--- src/rtl/charger_cfg_pkg.sv ---
// shared constants and types for the charger configuration register bank
package charger_cfg_pkg;

    // ==================================================
    // register addresses (I2C register index)
    localparam logic [7:0] ADDR_POWER_ON_CONFIGURATION = 8'h01;
    localparam logic [7:0] ADDR_FAST_CHARGE_CURRENT_CONTROL = 8'h02;
    localparam logic [7:0] ADDR_PRECHARGE_TERMINATION_CURRENT = 8'h03;

    // ==================================================
    // reset values
    localparam logic [7:0] RST_POWER_ON_CONFIGURATION = 8'h1B;
    localparam logic [7:0] RST_FAST_CHARGE_CURRENT_CONTROL = 8'h60;
    localparam logic [7:0] RST_PRECHARGE_TERMINATION_CURRENT = 8'h11;

    // ==================================================
    // field positions
    localparam int BIT_REGISTER_RESET = 7;
    localparam int BIT_WATCHDOG_KICK = 6;
    localparam int BIT_MODE_HI = 5;
    localparam int BIT_MODE_LO = 4;
    localparam int BIT_SYSMIN_HI = 3;
    localparam int BIT_SYSMIN_LO = 1;
    localparam int BIT_BOOST_LIMIT = 0;
    localparam int BIT_FASTCHG_HI = 7;
    localparam int BIT_FASTCHG_LO = 2;
    localparam int BIT_CHG_RESERVED = 1;
    localparam int BIT_REDUCED = 0;
    localparam int BIT_PRECHG_HI = 7;
    localparam int BIT_PRECHG_LO = 4;
    localparam int BIT_TERM_HI = 3;
    localparam int BIT_TERM_LO = 0;

    // ==================================================
    // field encodings in the decoded settings (mA / mV units)
    localparam logic [11:0] SYSMIN_OFFSET_MV = 12'hBB8;
    localparam logic [11:0] SYSMIN_STEP_MV = 12'h064;
    localparam logic [11:0] FASTCHG_OFFSET_MA = 12'h200;
    localparam logic [11:0] FASTCHG_STEP_MA = 12'h040;
    localparam logic [11:0] PRECHG_STEP_MA = 12'h080;
    localparam logic [11:0] BOOST_LOW_MA = 12'h1F4;
    localparam logic [11:0] BOOST_HIGH_MA = 12'h514;

    typedef enum logic [1:0]
    {
        MODE_DISABLED,
        MODE_CHARGE,
        MODE_BOOST
    } charger_mode_t;

    // decoded settings handed to the charge loops
    typedef struct packed
    {
        charger_mode_t mode;
        logic [11:0] minimum_system_voltage_mv;
        logic [11:0] boost_current_limit_ma;
        logic [11:0] fast_charge_current_ma;
        logic [11:0] precharge_current_ma;
        logic [11:0] termination_current_ma;
        logic reduced_current_select;
    } charge_settings_t;

    // register access from the I2C protocol engine
    typedef struct packed
    {
        logic wr;
        logic [7:0] addr;
        logic [7:0] wdata;
    } reg_access_t;

endpackage

--- src/rtl/charger_config_registers.sv ---
// configuration register bank of the battery charger
`timescale 1ns/1ps

// What this block does
// - writing one to the register reset bit returns all registers to defaults, bit self-clears.
// - writing one to the watchdog kick bit restarts the watchdog and the bit reads back zero.
// - the mode field selects disabled for 00, charging for 01 and boost for 10 or 11.
// - minimum system voltage is 3.0 V plus 0.1 V per code step, reset code 101.
// - the boost limit bit gives 500 mA when zero and 1.3 A when one, reset one.
// - fast charge current is 512 mA plus 64 mA per code step, wrapping past 4095 mA from code 56, reset code 011000.
// - reduced current select scales fast charge to 20% and pre-charge to 50%.
// - pre-charge and termination currents are 128 mA plus 128 mA per step, reset 0001.
module charger_config_registers
(
    // clock and reset
    input wire logic clk,
    input wire logic rst,
    // register access from the protocol engine
    input charger_cfg_pkg::reg_access_t acc,
    output logic [7:0] rdata,
    output logic addr_valid,
    // outputs to the charge loops
    output logic watchdog_restart,
    output charger_cfg_pkg::charge_settings_t settings
);
    import charger_cfg_pkg::*;

    logic [7:0] pwr_cfg_reg;
    logic [7:0] chg_cur_reg;
    logic [7:0] pre_term_reg;
    logic wr_pwr;
    logic wr_chg;
    logic wr_pre;
    logic reg_reset;
    logic [7:0] rdata_next;
    logic addr_valid_next;
    charge_settings_t settings_next;
    logic [11:0] fast_ma;
    logic [11:0] pre_ma;
    logic [25:0] fast_scaled;

    assign wr_pwr = acc.wr && (acc.addr == ADDR_POWER_ON_CONFIGURATION);
    assign wr_chg = acc.wr && (acc.addr == ADDR_FAST_CHARGE_CURRENT_CONTROL);
    assign wr_pre = acc.wr && (acc.addr == ADDR_PRECHARGE_TERMINATION_CURRENT);
    // a write of the reset bit wins over the other bits of the same write, except the watchdog kick, which still pulses
    assign reg_reset = wr_pwr && acc.wdata[BIT_REGISTER_RESET];

    // ==================================================
    // register storage
    always_ff @(posedge clk)
    begin
        if (rst || reg_reset)
        begin
            pwr_cfg_reg <= RST_POWER_ON_CONFIGURATION;
            chg_cur_reg <= RST_FAST_CHARGE_CURRENT_CONTROL;
            pre_term_reg <= RST_PRECHARGE_TERMINATION_CURRENT;
        end
        else
        begin
            if (wr_pwr)
            begin
                // self-clearing bits are never stored
                pwr_cfg_reg <= {2'b00, acc.wdata[5:0]};
            end
            if (wr_chg)
            begin
                // reserved bit kept at zero even if the host breaks its contract
                chg_cur_reg <= {acc.wdata[7:2], 1'b0, acc.wdata[0]};
            end
            if (wr_pre)
            begin
                pre_term_reg <= acc.wdata;
            end
        end
    end

    // ==================================================
    // watchdog restart pulse
    always_ff @(posedge clk)
    begin
        if (rst)
        begin
            watchdog_restart <= 1'b0;
        end
        else
        begin
            watchdog_restart <= wr_pwr && acc.wdata[BIT_WATCHDOG_KICK];
        end
    end

    // ==================================================
    // read path
    always_comb
    begin
        rdata_next = 8'h00;
        addr_valid_next = 1'b1;
        case (acc.addr)
            ADDR_POWER_ON_CONFIGURATION: rdata_next = pwr_cfg_reg;
            ADDR_FAST_CHARGE_CURRENT_CONTROL: rdata_next = chg_cur_reg;
            ADDR_PRECHARGE_TERMINATION_CURRENT: rdata_next = pre_term_reg;
            default: addr_valid_next = 1'b0;
        endcase
    end

    always_ff @(posedge clk)
    begin
        if (rst)
        begin
            rdata <= 8'h00;
            addr_valid <= 1'b0;
        end
        else
        begin
            rdata <= rdata_next;
            addr_valid <= addr_valid_next;
        end
    end

    // ==================================================
    // field decode
    always_comb
    begin
        settings_next = '0;
        case (pwr_cfg_reg[BIT_MODE_HI:BIT_MODE_LO])
            2'b00: settings_next.mode = MODE_DISABLED;
            2'b01: settings_next.mode = MODE_CHARGE;
            default: settings_next.mode = MODE_BOOST;
        endcase
        settings_next.minimum_system_voltage_mv = SYSMIN_OFFSET_MV
            + 12'(SYSMIN_STEP_MV * 12'(pwr_cfg_reg[BIT_SYSMIN_HI:BIT_SYSMIN_LO]));
        settings_next.boost_current_limit_ma = pwr_cfg_reg[BIT_BOOST_LIMIT]
            ? BOOST_HIGH_MA : BOOST_LOW_MA;
        fast_ma = FASTCHG_OFFSET_MA
            + 12'(FASTCHG_STEP_MA * 12'(chg_cur_reg[BIT_FASTCHG_HI:BIT_FASTCHG_LO]));
        pre_ma = PRECHG_STEP_MA
            + 12'(PRECHG_STEP_MA * 12'(pre_term_reg[BIT_PRECHG_HI:BIT_PRECHG_LO]));
        // 20% as x*13108/65536 avoids a divider; the result is truncated down
        // 26 bits hold the widest product, a narrower one wraps at the top codes
        fast_scaled = 26'(fast_ma) * 26'h0003334;
        settings_next.reduced_current_select = chg_cur_reg[BIT_REDUCED];
        settings_next.fast_charge_current_ma = fast_ma;
        if (chg_cur_reg[BIT_REDUCED])
        begin
            settings_next.fast_charge_current_ma = 12'(fast_scaled >> 16);
        end
        settings_next.precharge_current_ma = chg_cur_reg[BIT_REDUCED]
            ? {1'b0, pre_ma[11:1]} : pre_ma;
        settings_next.termination_current_ma = PRECHG_STEP_MA
            + 12'(PRECHG_STEP_MA * 12'(pre_term_reg[BIT_TERM_HI:BIT_TERM_LO]));
    end

    always_ff @(posedge clk)
    begin
        if (rst)
        begin
            settings <= '0;
        end
        else
        begin
            settings <= settings_next;
        end
    end
endmodule

--- config.mk ---
export PLATFORM = sky130hd
export DESIGN_NAME = charger_config_registers
export DESIGN_NICKNAME = d
export VERILOG_FILES = /design/src/rtl/charger_cfg_pkg.sv /design/src/rtl/charger_config_registers.sv
export SDC_FILE = /design/constraint.sdc
export NUM_CORES = 1
export LEC_CHECK = 0
export BUFFER_PORTS_ARGS = -buffer_cell sky130_fd_sc_hd__buf_2
export CORE_AREA = 4 4 91 101
export CTS_BUF_LIST = sky130_fd_sc_hd__clkbuf_8
export DETAILED_ROUTE_END_ITERATION = 8
export DIE_AREA = 0 0 95 105
export PLACE_DENSITY_LB_ADDON = 0.1
export SKIP_LAST_GASP = 1
export SYNTH_ARGS = -nofsm -noshare
export SYNTH_HDL_FRONTEND = slang
export SYNTH_SLANG_ARGS = --single-unit
--- constraint.sdc ---
create_clock -name clk -period 4.36 [get_ports clk]
set_input_delay 0.654 -clock clk [delete_from_list [all_inputs] [get_ports clk]]
set_output_delay 0.654 -clock clk [all_outputs]
set_load 0.1 [all_outputs]
==> qor.csv, run 1 <==
metric,value,unit
status,completed,
adder-cell share of the synthesized area,0.249,
largest cells by area after synthesis,"dfxtp_1, ha_1, buf_4, nor2_1, fa_1",
critical path class,reg -> reg,
wire per inst,14.6,microns
period utilization,0.950,
met2 routed WL,4600,microns
Clock Latency Late Sink,0.35,ns
clk buf depth,2,
asr flop ratio synth,0,
H-tree levels,3,
worst setup margin,0.219,ns
max reg flops,38,
DRC,0,
CP Launch Type,flip-flop,
WP data required,4.63,ns
fin. max-slew vios,0,
Site Rows,35,
Worst Hold Class,reg -> reg,
num ports,92,
worst hold slack,0.472,ns
Yosys reg bits,69,
Initial Util,0.494,
crit-path cells,inv_2 -> ha_1 -> inv_1 -> ha_1 -> ha_1 -> inv_1 -> fa_1 -> inv_1 -> ha_1 -> ha_1 -> ha_4 -> a21oi_1 -> o21a_1 -> o211ai_1 -> buf_4 -> a311o_1 -> o211ai_1,
crit path DAT,4.42,ns
top cell type's share of synthesized area,0.340,
mux share of post-synthesis cell area,0.0329,
hold buffers post-CTS,0,
GRT Overall Usage,0.192,
"Core Util, Final",0.564,
Layout area overhead,14.2,%
overall power,1.30,mW
synthesized area,4070,sq um
fmax,241,MHz
ys flop type,dfxtp_1,
Leak,2.37,nW
worst r2r path cells,17,
metal3 WL,288,microns
crit path time final,4.14,ns
share of layout cells above drive strength 1,0.215,
Max Used Layer,met4,
Die ar.,9980,sq um
syn avg cell area,9.37,sq um
Vias per Instance,5.06,
most common cell in the synthesized netlist,dfxtp_1,
First-pass DRT Iterations,6,
CTS tree,built,
Cell variety after synth,48,
Peak supply drop,0.173,mV
Overflow after GRT,0,
type of element capturing the critical path,flip-flop,
Area after DPL,4440,sq um
Slew HR,0.505,
Post-Route WL,9080,microns
most frequent cells after synthesis,"dfxtp_1, ha_1, nor2_1",
Die Y-Extent,105,microns
Synth Area in Compound Gates,0.0994,
reg2reg start,chg_cur_reg[5],
Core Box Area,8230,sq um
initial antenna violation count,0,
vias in the first global route,3112,
DR vias,3149,
routed length on met1,4050,microns
Final Skew,0.00856,ns
Num CTS Buffers,9,
first-pass GRT wire length,15000,microns
CP startpoint,chg_cur_reg[5],
DR iter-0 viols,137,
Final setup violation count,0,
Final Net Count,601,
RR Endpoint,settings[32],
clock root buffer,clkbuf_8,
Post-Synth XOR/XNOR Area,0.0418,
most frequent CP cell,ha_1,
max incr delay on CP,0.54,ns
actual slew at the worst max-slew pin,0.742,ns
post-synthesis sequential area ratio,0.340,
largest family of logic cells by synthesized area,adder cells,
buffers added on ports,71,
final hold viol count,0,
critical path's slowest cell,fa_1,
pre-CTS setup slack,-0.0256,ns
Gate Count Post-Synth,434,
Power Density,279,nW/um^2
CP Max Fanout,6,
Max Cap Viol,0,
clk sinks,69,
clk slew on worst S/H paths,0.08,ns
Die W,95,microns
Placer Congestion,0.874,
DP HPWL,6990,microns
dominant cell type by area after synthesis,dfxtp_1,
fin area,4640,sq um
ant diodes,0,
largest net degree at the start of global routing,33,
crit path to,settings[32],
synth warn,0,
ANT nets after route,0,
post-synthesis simple-gate area fraction,0.149,
worst reg-to-reg setup slack,0.22,ns
Post-synth EDFFs,0,
-- what timing repair did --
action	CTS	global route
pin swaps	0	2
gates resized for setup	1	4
cloned	0	0
buffers inserted	0	1
endpoints found under the setup margin	1	5
-- report_power, final --
part	switching [mW]	leakage [nW]	internal [mW]
registers	0.00213	0.560	0.636
logic	0.165	1.72	0.0198
clock network	0.266	0.0816	0.207
total	0.433	2.37	0.863
-- per-layer routing --
metal,vias up,track usage
met1,1493,0.245
met4,0,0.0567
met2,59,0.325
li1,1588,-
met5,-,0
met3,9,0.0353
-- worst max-delay path: cells and delay by family (launching register included) --
family	cells	cell delay, ns
adder cells (fa/ha/maj)	7	2.29
AO/OA/AOI/OAI	5	0.89
buffers and inverters	5	0.48
flip-flops	1	0.40
-- final cells by class --
| class | instances | area, sq um |
|---|---|---|
| fillers | 791 | 3590 |
| multi-input cells | 316 | 2420 |
| flip-flops and latches | 69 | 1380 |
| repair buffers | 78 | 408 |
| well taps | 111 | 139 |
| clock buffers | 9 | 124 |
| inverters | 32 | 120 |
| clock inverters | 7 | 50.0 |
-- layout by cell type (no fill, tap or decap), types with 8 or more instances in the layout --
cell type	instances
nand3_1	13
ha_1	67
conb_1	20
mux2i_1	10
a21oi_1	18
inv_1	29
xnor2_1	11
nor2_1	45
dfxtp_1	67
buf_2	71
o21ai_0	18
nand2_1	31
clkbuf_8	9
fa_1	8
-- through the flow --
| stage | setup TNS (ns) | cells |
|---|---|---|
| detailed placement | -0.0256 | 605 |
| global route | -0.00729 | 622 |
| floorplan | 0 | 453 |
| global placement | 0 | 605 |
| CTS | 0 | 621 |
| finish | 0 | 622 |
-- kinds of logic (layout without fill, tap and decap cells) --
| logic type | after synthesis | after routing |
|---|---|---|
| AND/OR/NAND/NOR | 125 | 125 |
| adder cells (fa/ha/maj) | 76 | 76 |
| flip-flops | 69 | 69 |
| buffers and inverters | 68 | 126 |
| AO/OA/AOI/OAI | 65 | 65 |
| XOR/XNOR | 17 | 17 |
| multiplexers | 13 | 13 |
| other | 1 | 20 |
-- worst min-delay path by stage --
stage / endpoint / start / slack (ns) / cells after the start
final: settings[61] / pwr_cfg_reg[5] / 0.47 / 1
after global routing: settings[61] / pwr_cfg_reg[5] / 0.50 / 1
after CTS: settings[61] / pwr_cfg_reg[5] / 0.48 / 1
after detailed placement: settings[61] / pwr_cfg_reg[5] / 0.47 / 1
after global placement: settings[44] / pwr_cfg_reg[0] / 0.47 / 1
after floorplan: settings[44] / pwr_cfg_reg[0] / 0.42 / 1
Note: power is estimated with default switching activity, not from simulation.
==> run 2, diff against run 1 <==
RECOVER_POWER = 100   (was unset)
==> qor.csv, run 2 (synthesis gave the netlist of run 1 again) <==
metric,value,unit
Peak supply drop,0.171,mV
fmax,241,MHz
First-pass DRT Iterations,6,
num ports,92,
clk slew on worst S/H paths,0.08,ns
GR Util met3,0.0353,
Die W,95,microns
share of layout cells above drive strength 1,0.108,
Final Net Count,601,
H-tree levels,3,
Core Box Area,8230,sq um
final hold viol count,0,
failing checks,max-capacitance violations,
crit path time final,4.14,ns
CTS tree,built,
met2 Usage GRT,0.325,
CP Launch Type,flip-flop,
actual slew at the worst max-slew pin,1.50,ns
Die Y-Extent,105,microns
critical path class,reg -> reg,
Post-Route WL,9130,microns
fin. max-slew vios,0,
initial antenna violation count,0,
Final Skew,0.00840,ns
DR vias,3175,
Site Rows,35,
clk buf depth,2,
Layout area overhead,12.2,%
period utilization,0.951,
WP data required,4.63,ns
layer carrying the most global-route usage,met2,
wire per inst,14.7,microns
Clock Latency Late Sink,0.35,ns
GR Util met1,0.245,
first-pass GRT wire length,15000,microns
GRT Overall Usage,0.192,
Initial Util,0.494,
CP Max Fanout,6,
Leak,2.15,nW
Overflow after GRT,0,
Die ar.,9980,sq um
most frequent cells in the layout,"ha_1, dfxtp_1, clkbuf_1",
worst setup margin,0.215,ns
Worst Hold Class,reg -> reg,
Vias per Instance,5.10,
Power Density,284,nW/um^2
max reg flops,38,
Max Cap Viol,1,
largest net degree at the start of global routing,33,
Num CTS Buffers,9,
fin cells,622,
DP HPWL,6990,microns
clock root buffer,clkbuf_8,
vias in the first global route,3112,
DRC,0,
"Core Util, Final",0.554,
ant diodes,0,
crit path DAT,4.42,ns
Slew HR,0.00333,
Placer Congestion,0.874,
buffers added on ports,71,
placed cells,605,
type of element capturing the critical path,flip-flop,
ANT nets after route,0,
Final setup violation count,0,
pre-CTS setup slack,-0.0256,ns
DR iter-0 viols,139,
clk sinks,69,
status,finished with violations,
-- run 2: layout make-up --
type | instances | area, sq um
Tap cell | 111 | 139
Clock buffer | 9 | 124
Inverter | 32 | 120
Clock inverter | 7 | 50.0
Fill cell | 818 | 3670
Multi-Input combinational cell | 316 | 2400
Sequential cell | 69 | 1380
Timing Repair Buffer | 78 | 340
-- run 2: worst paths after layout --
path,startpoint,end,slack [ns],depth (start not counted)
worst max-delay path,chg_cur_reg[5],settings[32],0.22,17
worst min-delay path,pwr_cfg_reg[5],settings[61],0.47,1
worst max register to register,chg_cur_reg[5],settings[32],0.22,17
worst min register to register,pwr_cfg_reg[5],settings[61],0.47,1
-- run 2: metal layers --
metal	routed length (microns)	share of wire
met3	395	0.043
met1	3970	0.43
met5	0	0
met2	4620	0.51
met4	141	0.015
-- run 2: where the power goes --
group          switching, mW  internal (mW)  leakage [nW]  total (mW)
Clock                  0.266          0.207        0.0816       0.473
Combinational          0.164         0.0173          1.51       0.182
Sequential           0.00229          0.636         0.560       0.639
-- run 2: critical path, cell delays in order (launching register included) --
cell and delay (ns):
dfxtp_2 0.40, inv_2 0.09, ha_1 0.31, inv_1 0.07, ha_1 0.30, ha_1 0.28
inv_1 0.05, fa_1 0.54, inv_1 0.05, ha_1 0.28, ha_1 0.33, ha_4 0.26
a21oi_1 0.14, o21a_1 0.15, o211ai_1 0.20, buf_4 0.22, a311o_1 0.31, o211ai_1 0.09
-- run 2: timing repair --
item | in CTS | in global routing
resized for setup | 1 | 4
setup buffers | 0 | 1
endpoints found under the setup margin | 1 | 5
pin swaps | 0 | 2
hold buffers | 0 | 0
-- run 2: per-stage QoR --
stage	setup TNS (ns)	total power, mW	hold slack (ns)	cell area [sq um]
floorplan	0	0.827	0.416	4140
global placement	0	0.838	0.469	4440
detailed placement	-0.0256	0.838	0.466	4440
CTS	0	1.31	0.478	4620
global route	-0.00729	1.34	0.500	4560
finish	0	1.29	0.472	4560
